<file path="src/shared/scan_seq_regs.vh">
// Register offsets, field positions, codes and timing counts for the scan sequencer
`ifndef SCAN_SEQ_REGS_VH
`define SCAN_SEQ_REGS_VH

// ----------------------------------------------------------------------
// Register offsets
// ----------------------------------------------------------------------
`define ADDR_PRIMARY_CONFIG   4'h1
`define ADDR_GAIN_CONFIG      4'h3
`define ADDR_REPEAT_CONFIG    4'h4
`define ADDR_MUX_SELECT       4'h6
`define ADDR_SCAN_SELECT      4'h7
`define ADDR_CYCLE_INTERVAL   4'h8
`define ADDR_OFFSET_CORR      4'h9

// ----------------------------------------------------------------------
// Field positions
// ----------------------------------------------------------------------
`define ADC_MODE_LSB          0
`define GAIN_LSB              3
`define REPEAT_LSB            6
`define GAP_SEL_LSB           21
`define GAP_SEL_MSB           23
`define SCAN_MASK_MSB         15

// ----------------------------------------------------------------------
// Reset values
// ----------------------------------------------------------------------
`define RST_ADC_MODE          2'h0
`define RST_GAIN              3'h1
`define RST_REPEAT            2'h0
`define RST_MUX               8'h01
`define RST_SCAN_MASK         16'h0000
`define RST_GAP_SEL           3'h0
`define RST_INTERVAL          24'h000000
`define RST_OFFSET_CORR       24'h000000

// ----------------------------------------------------------------------
// Converter state, repeat and gain codes
// ----------------------------------------------------------------------
`define ADC_SHUTDOWN          2'h0
`define ADC_STANDBY           2'h2
`define ADC_CONVERT           2'h3
`define REPEAT_CONTINUOUS     2'h3
`define GAIN_X033             3'h0
`define GAIN_X1               3'h1

// ----------------------------------------------------------------------
// Internal channel indices and forced multiplexer codes
// ----------------------------------------------------------------------
`define CH_TEMP               4'hc
`define CH_SUPPLY             4'hd
`define CH_COMMON_MODE        4'he
`define CH_OFFSET             4'hf
`define MUX_TEMP              8'hde
`define MUX_SUPPLY            8'h98
`define MUX_COMMON_MODE       8'hf8
`define MUX_OFFSET            8'h88

// ----------------------------------------------------------------------
// Timing counts in decimation-clock periods
// ----------------------------------------------------------------------
`define WARMUP_PERIODS        24'h000100
`define GAP_BASE_PERIODS      10'h004

`endif
</file>
<file path="src/rtl/scan_sequencer_timing.v">
// Scan sequencer: internal-channel overrides, intra-cycle gap and cycle interval timing
//
// Contract
// - Supply channel conversion drives multiplexer code 0x98 for that conversion only.
// - Supply channel conversion forces gain 0.33x whatever the programmed gain.
// - Gain overrides stay internal; the stored gain field reads back as written.
// - Temperature channel conversion drives multiplexer code 0xDE, both sensing diodes.
// - Temperature channel conversion uses unity gain whatever the programmed gain.
// - Offset channel conversion shorts the differential multiplexer output to ground.
// - Common-mode channel drives multiplexer code 0xF8 with unity gain.
// - Gap code 000 gives 0, 001 gives 8, doubling up to 512 periods.
// - Gap select field lives in the scan select register, bits 23 to 21.
// - Gap only between conversions of one cycle, never before first or after last.
// - During a gap the converter idles in standby, mode field still reads 11.
// - Multiplexer moves to the next channel at conversion end, start of the gap.
// - Continuous operation repeats cycles spaced by the interval register at 0x8.
// - Interval is a 24-bit unsigned count of decimation-clock periods.
// - Interval counter loads, counts down to zero, then launches the next cycle.
// - Interval above 256 periods puts the converter in shutdown after each cycle.
// - In shutdown, warm-up starts when the interval counter reaches 256.
// - Interval below 256 periods keeps the converter in standby between cycles.
// - Mode field reads 11 throughout a scan cycle and between cycles.
// - Every scan conversion is one-shot; repeat code 11 loops, others run once.
`timescale 1ns/1ps
`include "scan_seq_regs.vh"

module scan_sequencer_timing (
   input  wire        sys_clk,
   input  wire        rst_n,
   input  wire        cfg_wr_en,
   input  wire [3:0]  cfg_addr,
   input  wire [23:0] cfg_wr_data,
   input  wire [3:0]  cfg_rd_addr,
   output reg  [23:0] cfg_rd_data,
   input  wire        decimation_clock_tick,
   input  wire        conv_done,
   output reg  [7:0]  mux_code,
   output reg  [2:0]  gain_code,
   output reg  [1:0]  adc_mode_int,
   output reg         conv_start,
   output reg         offset_short,
   output reg  [3:0]  chan_id,
   output reg         scan_busy,
   output reg         warmup_active
);

   // ----------------------------------------------------------------------
   // Sequencer states
   // ----------------------------------------------------------------------
   localparam [1:0] S_IDLE = 2'h0;
   localparam [1:0] S_CONV = 2'h1;
   localparam [1:0] S_GAP  = 2'h2;
   localparam [1:0] S_WAIT = 2'h3;

   // ----------------------------------------------------------------------
   // Channel decode helpers
   // ----------------------------------------------------------------------
   // Highest enabled channel strictly below lim; bit 4 flags a hit
   function [4:0] pick_next;
      input [15:0] mask;
      input [4:0]  lim;
      integer i;
      begin
         pick_next = 5'h00;
         for (i = 0; i < 16; i = i + 1) begin
            if (mask[i] && (i < lim)) begin
               pick_next = {1'b1, i[3:0]};
            end
         end
      end
   endfunction

   function [7:0] chan_mux;
      input [3:0] idx;
      begin
         case (idx)
            `CH_TEMP:        chan_mux = `MUX_TEMP;
            `CH_SUPPLY:      chan_mux = `MUX_SUPPLY;
            `CH_COMMON_MODE: chan_mux = `MUX_COMMON_MODE;
            `CH_OFFSET:      chan_mux = `MUX_OFFSET;
            default: begin
               if (idx[3]) begin
                  chan_mux = {1'b0, idx[1:0], 1'b0, 1'b0, idx[1:0], 1'b1};
               end else begin
                  chan_mux = {1'b0, idx[2:0], 4'h8};
               end
            end
         endcase
      end
   endfunction

   // Forced gain goes to the converter only; the stored field is untouched
   function [2:0] chan_gain;
      input [3:0] idx;
      input [2:0] prog;
      begin
         case (idx)
            `CH_SUPPLY:      chan_gain = `GAIN_X033;
            `CH_TEMP:        chan_gain = `GAIN_X1;
            `CH_COMMON_MODE: chan_gain = `GAIN_X1;
            default:         chan_gain = prog;
         endcase
      end
   endfunction

   // ----------------------------------------------------------------------
   // Declarations
   // ----------------------------------------------------------------------
   reg  [1:0]  adc_mode_q;
   reg  [2:0]  gain_q;
   reg  [1:0]  repeat_q;
   reg  [7:0]  mux_q;
   reg  [15:0] scan_mask_q;
   reg  [2:0]  gap_sel_q;
   reg  [23:0] interval_q;
   reg  [23:0] offset_corr_q;
   reg  [1:0]  state_q;
   reg  [1:0]  state_d;
   reg  [3:0]  idx_q;
   reg  [3:0]  idx_d;
   reg  [1:0]  mode_q;
   reg  [1:0]  mode_d;
   reg         warm_q;
   reg         warm_d;
   reg         start_d;
   reg         once_end;
   reg         gap_load;
   reg         intv_load;
   reg  [9:0]  gap_periods;
   wire        gap_zero;
   wire [23:0] intv_count;
   wire        intv_zero;
   wire [4:0]  first_ch;
   wire [4:0]  next_ch;
   wire        wr_primary;
   wire        wr_scan;
   wire        scan_go;
   wire        scan_abort;
   wire        busy_d;
   wire [1:0]  mode_rd;

   assign first_ch = pick_next(scan_mask_q, 5'h10);
   assign next_ch  = pick_next(scan_mask_q, {1'b0, idx_q});
   assign wr_primary = cfg_wr_en && (cfg_addr == `ADDR_PRIMARY_CONFIG);
   assign wr_scan    = cfg_wr_en && (cfg_addr == `ADDR_SCAN_SELECT);

   // Start on a mode write of 11 with channels enabled, or on a scan select
   // write that enables channels while the mode already stands at 11 and the sequencer is not in S_WAIT
   assign scan_go =
      (wr_primary && (cfg_wr_data[`ADC_MODE_LSB +: 2] == `ADC_CONVERT) &&
       (scan_mask_q != 16'h0000)) ||
      (wr_scan && (cfg_wr_data[`SCAN_MASK_MSB:0] != 16'h0000) &&
       (adc_mode_q == `ADC_CONVERT) && (state_q != S_WAIT));
   assign scan_abort =
      (wr_primary && (cfg_wr_data[`ADC_MODE_LSB +: 2] != `ADC_CONVERT)) ||
      (wr_scan && (cfg_wr_data[`SCAN_MASK_MSB:0] == 16'h0000));

   assign busy_d  = (state_d != S_IDLE);
   assign mode_rd = (state_q != S_IDLE) ? `ADC_CONVERT : adc_mode_q;

   // ----------------------------------------------------------------------
   // Gap length decode
   // ----------------------------------------------------------------------
   always @* begin
      if (gap_sel_q == 3'h0) begin
         gap_periods = 10'h000;
      end else begin
         gap_periods = `GAP_BASE_PERIODS << gap_sel_q;
      end
   end

   // ----------------------------------------------------------------------
   // Period counters
   // ----------------------------------------------------------------------
   tick_down_counter #(
      .W (10)
   ) u_gap_counter (
      .sys_clk  (sys_clk),
      .rst_n    (rst_n),
      .load     (gap_load),
      .load_val (gap_periods),
      .tick     (decimation_clock_tick),
      .count    (),
      .zero     (gap_zero)
   );

   tick_down_counter #(
      .W (24)
   ) u_interval_counter (
      .sys_clk  (sys_clk),
      .rst_n    (rst_n),
      .load     (intv_load),
      .load_val (interval_q),
      .tick     (decimation_clock_tick),
      .count    (intv_count),
      .zero     (intv_zero)
   );

   // ----------------------------------------------------------------------
   // Sequencer next state
   // ----------------------------------------------------------------------
   always @* begin
      state_d   = state_q;
      idx_d     = idx_q;
      mode_d    = mode_q;
      warm_d    = warm_q;
      start_d   = 1'b0;
      once_end  = 1'b0;
      gap_load  = 1'b0;
      intv_load = 1'b0;
      if (scan_abort) begin
         state_d = S_IDLE;
         mode_d  = `ADC_STANDBY;
         warm_d  = 1'b0;
      end else if (scan_go) begin
         state_d = S_CONV;
         idx_d   = first_ch[3:0];
         mode_d  = `ADC_CONVERT;
         warm_d  = 1'b0;
         start_d = 1'b1;
      end else begin
         case (state_q)
            S_CONV: begin
               if (conv_done) begin
                  if (next_ch[4]) begin
                     idx_d = next_ch[3:0];
                     if (gap_sel_q != 3'h0) begin
                        gap_load = 1'b1;
                        state_d  = S_GAP;
                        mode_d   = `ADC_STANDBY;
                     end else begin
                        start_d = 1'b1;
                     end
                  end else if (repeat_q == `REPEAT_CONTINUOUS) begin
                     intv_load = 1'b1;
                     state_d   = S_WAIT;
                     idx_d     = first_ch[3:0];
                     if (interval_q > `WARMUP_PERIODS) begin
                        mode_d = `ADC_SHUTDOWN;
                     end else begin
                        mode_d = `ADC_STANDBY;
                     end
                  end else begin
                     once_end = 1'b1;
                     state_d  = S_IDLE;
                     mode_d   = `ADC_STANDBY;
                  end
               end
            end
            S_GAP: begin
               if (gap_zero) begin
                  state_d = S_CONV;
                  mode_d  = `ADC_CONVERT;
                  start_d = 1'b1;
               end
            end
            S_WAIT: begin
               if (intv_zero) begin
                  state_d = S_CONV;
                  mode_d  = `ADC_CONVERT;
                  warm_d  = 1'b0;
                  start_d = 1'b1;
               end else if ((intv_count == `WARMUP_PERIODS) && (mode_q == `ADC_SHUTDOWN)) begin
                  mode_d = `ADC_STANDBY;
                  warm_d = 1'b1;
               end
            end
            default: begin
               state_d = S_IDLE;
            end
         endcase
      end
   end

   // ----------------------------------------------------------------------
   // Sequencer state registers
   // ----------------------------------------------------------------------
   always @(posedge sys_clk) begin
      if (!rst_n) begin
         state_q <= S_IDLE;
         idx_q   <= 4'h0;
         mode_q  <= `ADC_STANDBY;
         warm_q  <= 1'b0;
      end else begin
         state_q <= state_d;
         idx_q   <= idx_d;
         mode_q  <= mode_d;
         warm_q  <= warm_d;
      end
   end

   // ----------------------------------------------------------------------
   // Converter-facing outputs
   // ----------------------------------------------------------------------
   // Driven from the next-state values so the multiplexer moves on the
   // very edge that closes a conversion, giving the gap its full settling time
   always @(posedge sys_clk) begin
      if (!rst_n) begin
         mux_code      <= `RST_MUX;
         gain_code     <= `RST_GAIN;
         adc_mode_int  <= `RST_ADC_MODE;
         conv_start    <= 1'b0;
         offset_short  <= 1'b0;
         chan_id       <= 4'h0;
         scan_busy     <= 1'b0;
         warmup_active <= 1'b0;
      end else begin
         conv_start    <= start_d;
         scan_busy     <= busy_d;
         warmup_active <= warm_d;
         if (busy_d) begin
            mux_code     <= chan_mux(idx_d);
            gain_code    <= chan_gain(idx_d, gain_q);
            adc_mode_int <= mode_d;
            offset_short <= (idx_d == `CH_OFFSET);
            chan_id      <= idx_d;
         end else begin
            mux_code     <= mux_q;
            gain_code    <= gain_q;
            adc_mode_int <= (scan_mask_q != 16'h0000) ? mode_d : adc_mode_q;
            offset_short <= 1'b0;
            chan_id      <= 4'h0;
         end
      end
   end

   // ----------------------------------------------------------------------
   // Configuration registers
   // ----------------------------------------------------------------------
   // A host mode write in the same cycle as the one-shot end keeps the
   // host value: the host command is the newer intent
   always @(posedge sys_clk) begin
      if (!rst_n) begin
         adc_mode_q    <= `RST_ADC_MODE;
         gain_q        <= `RST_GAIN;
         repeat_q      <= `RST_REPEAT;
         mux_q         <= `RST_MUX;
         scan_mask_q   <= `RST_SCAN_MASK;
         gap_sel_q     <= `RST_GAP_SEL;
         interval_q    <= `RST_INTERVAL;
         offset_corr_q <= `RST_OFFSET_CORR;
      end else begin
         if (wr_primary) begin
            adc_mode_q <= cfg_wr_data[`ADC_MODE_LSB +: 2];
         end else if (once_end) begin
            adc_mode_q <= `ADC_STANDBY;
         end
         if (cfg_wr_en) begin
            case (cfg_addr)
               `ADDR_GAIN_CONFIG:    gain_q        <= cfg_wr_data[`GAIN_LSB +: 3];
               `ADDR_REPEAT_CONFIG:  repeat_q      <= cfg_wr_data[`REPEAT_LSB +: 2];
               `ADDR_MUX_SELECT:     mux_q         <= cfg_wr_data[7:0];
               `ADDR_CYCLE_INTERVAL: interval_q    <= cfg_wr_data;
               `ADDR_OFFSET_CORR:    offset_corr_q <= cfg_wr_data;
               `ADDR_SCAN_SELECT: begin
                  scan_mask_q <= cfg_wr_data[`SCAN_MASK_MSB:0];
                  gap_sel_q   <= cfg_wr_data[`GAP_SEL_MSB:`GAP_SEL_LSB];
               end
               default: begin
                  scan_mask_q <= scan_mask_q;
               end
            endcase
         end
      end
   end

   // ----------------------------------------------------------------------
   // Register read-back
   // ----------------------------------------------------------------------
   // Narrow fields sit at their positions; all other bits read as zero
   always @(posedge sys_clk) begin
      if (!rst_n) begin
         cfg_rd_data <= 24'h000000;
      end else begin
         case (cfg_rd_addr)
            `ADDR_PRIMARY_CONFIG: cfg_rd_data <= {22'h000000, mode_rd};
            `ADDR_GAIN_CONFIG:    cfg_rd_data <= {18'h00000, gain_q, 3'h0};
            `ADDR_REPEAT_CONFIG:  cfg_rd_data <= {16'h0000, repeat_q, 6'h00};
            `ADDR_MUX_SELECT:     cfg_rd_data <= {16'h0000, mux_q};
            `ADDR_SCAN_SELECT:    cfg_rd_data <= {gap_sel_q, 5'h00, scan_mask_q};
            `ADDR_CYCLE_INTERVAL: cfg_rd_data <= interval_q;
            `ADDR_OFFSET_CORR:    cfg_rd_data <= offset_corr_q;
            default:              cfg_rd_data <= 24'h000000;
         endcase
      end
   end

endmodule

</file>
<file path="src/rtl/tick_down_counter.v">
// Loadable down-counter that steps once per decimation-clock tick
`timescale 1ns/1ps

module tick_down_counter #(
   parameter W = 24
) (
   input  wire         sys_clk,
   input  wire         rst_n,
   input  wire         load,
   input  wire [W-1:0] load_val,
   input  wire         tick,
   output wire [W-1:0] count,
   output wire         zero
);

   reg [W-1:0] count_q;

   // ----------------------------------------------------------------------
   // Counter
   // ----------------------------------------------------------------------
   // A load wins over a tick so a fresh period never loses its first step
   always @(posedge sys_clk) begin
      if (!rst_n) begin
         count_q <= {W{1'b0}};
      end else if (load) begin
         count_q <= load_val;
      end else if (tick && (count_q != {W{1'b0}})) begin
         count_q <= count_q - {{(W-1){1'b0}}, 1'b1};
      end
   end

   assign count = count_q;
   assign zero  = (count_q == {W{1'b0}});

endmodule

</file>
<file path="config.mk">
export PLATFORM = sky130hd
export DESIGN_NAME = scan_sequencer_timing
export DESIGN_NICKNAME = d
export VERILOG_FILES = /design/src/rtl/scan_sequencer_timing.v /design/src/rtl/tick_down_counter.v
export VERILOG_INCLUDE_DIRS = /design/src /design/src/shared
export SDC_FILE = /design/constraint.sdc
export NUM_CORES = 1
export LEC_CHECK = 0
export BUFFER_PORTS_ARGS = -buffer_cell sky130_fd_sc_hd__buf_2
export CAP_MARGIN = 20
export CORE_MARGIN = 3
export CORE_UTILIZATION = 50
export CTS_CLUSTER_SIZE = 30
export DETAILED_ROUTE_END_ITERATION = 8
export GPL_TIMING_DRIVEN = 1
export PLACE_DENSITY = 0.7
export SYNTH_ARGS = -nofsm -noshare
export SYNTH_HDL_FRONTEND = slang
export SYNTH_SLANG_ARGS = --single-unit
export TNS_END_PERCENT = 1
</file>
<file path="constraint.sdc">
create_clock -name sys_clk -period 3.5 [get_ports sys_clk]
set_clock_uncertainty 0.15 [all_clocks]
set_input_delay 0.7 -clock sys_clk [delete_from_list [all_inputs] [get_ports sys_clk]]
set_output_delay 0.7 -clock sys_clk [all_outputs]
set_load 0.005 [all_outputs]
</file>
## After elaboration in Yosys (flattened, before gate mapping)

Index checks and enable logic that the tools add are counted.

- Bits in registers: 169
- Logic and storage cells: 224

- $add $sub $neg: 2
- Order comparisons: 16
- Eq/ne operators: 27
- Shifts and indexed selects: 1
- Mux-type cells: 99
- Bitwise gates (word level): 1
- Reduce and logical (&&, ||, !) cells: 56

Operators by type and width:

| operator | number |
|---|---|
| 24-bit case mux with 7 select lines | 1 |
| 4-bit two-way mux | 21 |
| 5-bit two-way mux | 15 |
| 24-bit two-way mux | 2 |
| 2-bit two-way mux | 23 |
| 4-bit == test (second input constant) | 8 |
| 8-bit case mux with 4 select lines | 1 |
| 16-bit nonzero test | 2 |
| 10-bit two-way mux | 3 |
| 4-bit < comparator (first input constant) | 7 |
| 1-bit logical AND | 27 |
| 1-bit two-way mux | 26 |
| 24-bit by 9-bit == test with 1-bit output (second input constant) | 1 |
| 4-bit by 3-bit == test with 1-bit output (second input constant) | 6 |
| 24-bit by 9-bit > comparator with 1-bit output (second input constant) | 1 |
| 24-bit logical NOT | 1 |
| 24-bit nonzero test | 1 |
| 24-bit by 1-bit subtractor with 24-bit output (second input constant) | 1 |
| 16-bit logical NOT | 1 |
| 3-bit by 4-bit < comparator with 1-bit output (first input constant) | 4 |
| 2-bit AND reduction | 8 |
| 2-bit case mux with 3 select lines | 2 |
| 2-bit nonzero test | 6 |
| 2-bit == test (second input constant) | 5 |
| 22 further kinds | 29 |

## Depth between registers and ports, before layout

- Depth after elaboration: 26
- Gate-level depth with buffers: 12

## Cells and area by module

Synthesis repeated with hierarchy kept, for this count alone.

- Cell total of the unflattened synthesis: 1023
- Area total of the unflattened synthesis: 8160.3 µm²

By module, submodules not included:

| module | instances | cells an instance | area an instance (µm²) | seq. area each (µm²) |
|---|---|---|---|---|
| scan_sequencer_timing | 1 | 775 | 6097.1 | 2702.6 |
| tick_down_counter (u_interval_counter) | 1 | 174 | 1465.2 | 480.5 |
| tick_down_counter (u_gap_counter) | 1 | 74 | 598.1 | 200.2 |

## Least setup slack after synthesis

OpenSTA, ideal clock, no wires.

- Path kind: input port to flip-flop
- Start: in cfg_addr[3]
- End: reg gain_code[1]
- Arrival time: 2899 ps
- Required time: 3234 ps
- Path slack: 336 ps
- Stages: 10
- Path through: or3b_2 clkbuf_1 nor3_1 a22o_1 a31oi_1 o2111ai_2 o211ai_1 nand2b_1 a21o_1 and3_1

- Word-level cells in the longest chain between the ends: 12

RTL lines:

| what | RTL line | RTL |
|---|---|---|
| from (decl) | scan_sequencer_timing.v:31 | `input wire [3:0] cfg_addr,` |
| 4-bit by 3-bit == test with 1-bit output | - |  |
| 1-bit logical AND | scan_sequencer_timing.v:145 | `` assign wr_scan = cfg_wr_en && (cfg_addr == `ADDR_SCAN_SELECT); `` |
| 1-bit logical AND (3 in a row) | scan_sequencer_timing.v:152 | `` (wr_scan && (cfg_wr_data[`SCAN_MASK_MSB:0] != 16'h0000) && `` |
| 1-bit logical OR | scan_sequencer_timing.v:150 | `` (wr_primary && (cfg_wr_data[`ADC_MODE_LSB +: 2] == `ADC_CONVERT) && `` |
| 4-bit two-way mux | scan_sequencer_timing.v:215 | `end else if (scan_go) begin` |
| 4-bit two-way mux | scan_sequencer_timing.v:211 | `if (scan_abort) begin` |
| 4-bit == test | scan_sequencer_timing.v:97 | `case (idx)` |
| 2-bit OR reduction (no source line) | - |  |
| 3-bit case mux with 2 select lines | scan_sequencer_timing.v:97 |  |
| 3-bit two-way mux * | scan_sequencer_timing.v:311 | `if (busy_d) begin` |
| to (signal assigned) | scan_sequencer_timing.v:300 | `` gain_code <= `RST_GAIN; `` |
| to (signal assigned) | scan_sequencer_timing.v:313 | `gain_code <= chan_gain(idx_d, gain_q);` |
| to (signal assigned) | scan_sequencer_timing.v:319 | `gain_code <= gain_q;` |
| to (decl) | scan_sequencer_timing.v:38 | `output reg [2:0] gain_code,` |

Mark *: on every way between the ends. The rest lies on a longest branch, timed or not.
A chain may end at the register's enable or synchronous reset.

## Worst setup path in the final report

- Start: reg idx_q[0]
- End: reg gain_code[1]

- Word-level cells in the longest chain between the ends: 26

RTL lines:

| what | RTL line | RTL |
|---|---|---|
| from (decl) | scan_sequencer_timing.v:119 | `reg [3:0] idx_q;` |
| from (signal assigned) | scan_sequencer_timing.v:286 | `idx_q <= idx_d;` |
| 1-bit by 4-bit < comparator with 1-bit output | scan_sequencer_timing.v:66 | `if (mask[i] && (i < lim)) begin` |
| 1-bit logical AND | scan_sequencer_timing.v:66 |  |
| 5-bit two-way mux (15 in a row) | scan_sequencer_timing.v:66 |  |
| 4-bit two-way mux | scan_sequencer_timing.v:225 | `if (next_ch[4]) begin` |
| 4-bit two-way mux | scan_sequencer_timing.v:224 | `if (conv_done) begin` |
| 4-bit two-way mux | scan_sequencer_timing.v:222 | `case (state_q)` |
| 4-bit two-way mux | scan_sequencer_timing.v:215 |  |
| 4-bit two-way mux | scan_sequencer_timing.v:211 |  |
| 4-bit == test | scan_sequencer_timing.v:97 |  |
| 2-bit OR reduction (no source line) | - |  |
| 3-bit case mux with 2 select lines | scan_sequencer_timing.v:97 |  |
| 3-bit two-way mux * | scan_sequencer_timing.v:311 |  |

Marks and branches as above.

==> results.cfg <==
[worst_setup_path]
kind_of_critical_path = flop to flop
critPathCaptureType = flop
crit-reg2reg-launch = idx_q[0]
worst_ep_required_time_ns = 3.66
path_max_fanout = 12
worst_setup_path_start_kind = flop
timing.critical_path.from = idx_q[0]
critPathArrivalTime_ns = 3.40

[route]
routed_wl_mm = 24.3
detail_route.drc_violations = 0
drt.antenna.violating_nets = 0
drt_first_iter_violations = 873
routed-via-count = 7721
average_wire_per_standard_cell_um = 18.9
via_per_inst = 5.99
first_pass_iteration_count_of_the_detailed_router = 7

[clock_tree]
insertion_delay_of_the_later_clocked_pin_in_the_worst_skew_pair_ns = 0.43
cts_buffer_depth = 2
number_of_hold_repair_buffers_added_at_the_cts_stage = 0
clock_sink_count = 169
clk_root_buffer_cell = clkbuf_16
cts_buffers = 17
tritoncts_clock_tree = yes
clock_slew_at_the_register_clock_pins_of_the_worst_setup_and_hold_paths_ns = 0.07
htree_levels = 4

[final_layout]
final_area_mm2 = 0.00925
n_antenna_cell = 0
finalNetCount = 1103
layout_common_cells = 180 x nand2_1, 166 x dfxtp_1, 100 x a21oi_1, 99 x nor2_1, 81 x buf_2
area_added_between_synthesis_and_finish_pct = 17.1
layout-drive-gt1-share_pct = 16.7
mostFrequentLayoutCell = nand2_1

[grt]
grt_usage_pct = 27.7
antenna_found_initial = 0
grt_pass1_vias = 7136
grt_overflow = 0
grt_max_degree = 106
grt_first_pass_wirelength_mm = 38.7

[power_and_ir_drop]
ir_drop_v = 0.000326
design_power_total_mw = 4.55
power_density_mw_per_mm2 = 492
cellLeakagePower_nw = 3.51

[synthesis]
yosysUniqueCellTypes = 74
synth_cells = 991
postSynthRegisterBits = 169
fraction_of_registers_with_async_set_or_reset_after_synthesis_pct = 0
dominantRegCellSynth = dfxtp_1
ys_warn_count = 0
synth_fp_nets = 1030
yosysSeqAreaShare_pct = 42.8
number_of_flops_mapped_to_enable_cells_by_yosys = 0
syn-mean-instance-area_um2 = 7.97
mappedNetlistArea_mm2 = 0.00790

[place]
buffer_ports.inserted = 81
place.gp.congestion = 0.955
place_area_mm2 = 0.00864
detailed_place_hpwl_mm = 17.2

[die]
site_row_count = 45
die_h_um = 132
floorplan.die_area_mm2 = 0.0173
die_width_um = 132
initial_core_utilization_pct = 51.6
io_pins = 82
core_mm2 = 0.0153

[timing]
period_share_pct = 92.5
slew_headroom_pct = 30.8
max_clock_freq_ghz = 0.309
timing_hold_violations_final = 0
min_period_ns = 3.24
timing_worst_slew_pin_value_ns = 1.04
unrepaired_setup_endpoints_after_global_routing = no
tns_ns = 0
maxSlewViolCount = 0
report.final.setup_viol = 0

[job]
maxCapViolCount = 0

[worst_hold_path]
hold_path_class = flop to flop
worstHoldStart = offset_corr_q[8]

[status]
status = finished, final reports clean
metrics by stage:
step	hold WS (ns)	utilization, %	cells	setup WS (ns)
after floorplan	0.286	-	991	0.336
after global placement	0.292	56.4	1256	0.230
after detailed placement	0.296	56.4	1256	0.151
after CTS	0.305	60.3	1288	0.280
after global routing	0.323	60.4	1288	0.0937
final	0.307	60.4	1288	0.263
Yosys cell counts, drive strengths merged, types with 3 or more instances:
| master | number | area [µm²] |
|---|---|---|
| nand2 | 180 | 676 |
| dfxtp | 169 | 3380 |
| a21oi | 100 | 500 |
| nor2 | 100 | 378 |
| clkbuf | 58 | 218 |
| o21ai | 45 | 236 |
| nor3 | 28 | 150 |
| a211oi | 25 | 188 |
| nor4 | 22 | 150 |
| a222oi | 15 | 150 |
| inv | 15 | 56.3 |
| xnor2 | 15 | 131 |
| a22oi | 14 | 105 |
| mux2i | 14 | 140 |
| nand3 | 13 | 65.1 |
| nand4 | 11 | 68.8 |
| or3 | 11 | 68.8 |
| a31oi | 10 | 62.6 |
| buf | 10 | 60.1 |
| and2 | 9 | 56.3 |
| o21a | 9 | 67.6 |
| nor2b | 8 | 50.1 |
| or4 | 8 | 60.1 |
| xor2 | 8 | 70.1 |
| or2 | 7 | 43.8 |
| and3 | 6 | 37.5 |
| o211ai | 6 | 50.1 |
| o22ai | 6 | 37.5 |
| o31ai | 6 | 45.0 |
| a311oi | 5 | 43.8 |
| nand2b | 5 | 31.3 |
| nor3b | 4 | 30.0 |
| a21boi | 3 | 22.5 |
| a221o | 3 | 30.0 |
| a221oi | 3 | 26.3 |
path summary, 6_finish.rpt:
check | to | slack (ns) | cells past startpoint
worst min-delay path | offset_corr_q[8] | 0.31 | 2
worst max-delay path | gain_code[1] | 0.26 | 9
worst max register to register | gain_code[1] | 0.26 | 9
worst min register to register | offset_corr_q[8] | 0.31 | 2
per-layer routing:
| layer | global-route usage (%) | routed length, µm | up-vias |
|---|---|---|---|
| met3 | 4.71 | 1560 | 47 |
| li1 | - | - | 3724 |
| met5 | 0 | 0 | - |
| met1 | 38.1 | 10800 | 3621 |
| met2 | 43.9 | 11200 | 329 |
| met4 | 10.4 | 791 | 0 |
critical path, cell delays in order (launching register included):
cell	delay [ns]
dfxtp_1	0.45
o31ai_1	0.35
a21boi_1	0.19
or4_1	0.56
o21ai_4	0.28
a32oi_1	0.17
o2bb2ai_2	0.44
nand2b_1	0.18
a21o_1	0.19
and3_1	0.17
registers in the layout, summed over array words and instances (netlist names), 8 cells and up:
signal                    count
mux_code                      8
offset_corr_q                24
scan_mask_q                  16
cfg_rd_data                  24
u_gap_counter.count          10
u_interval_counter.count     24
interval_q                   24
mux_q                         8
cell type report:
cell class	instances	area (µm²)
fill	1438	6070
multi-input combinational	738	4190
sequential	169	3390
timing repair buffer	122	738
clock buffer	19	443
tap	211	264
clock inverter	13	163
inverter	16	61.3
kinds of logic after synthesis:
logic type | share of synthesized area (%)
mux | 1.92
compound gates | 23.0
buf+inv | 4.28
flops | 42.8
fa+ha+maj | 0.317
xor+xnor | 2.55
simple gates | 25.1
power breakdown:
| part | switching (mW) | leakage (nW) | internal (mW) |
|---|---|---|---|
| Combinational | 0.323 | 1.86 | 0.239 |
| Sequential | 0.0650 | 1.37 | 1.99 |
| Clock | 0.841 | 0.291 | 1.09 |
| Total | 1.23 | 3.51 | 3.32 |
what timing repair did:
action                     4_1_cts  5_1_grt
setup buffers                    0        0
gates resized for setup          0        3
setup endpoints to repair        0        1
No activity file was read; power rests on OpenSTA's default activity.
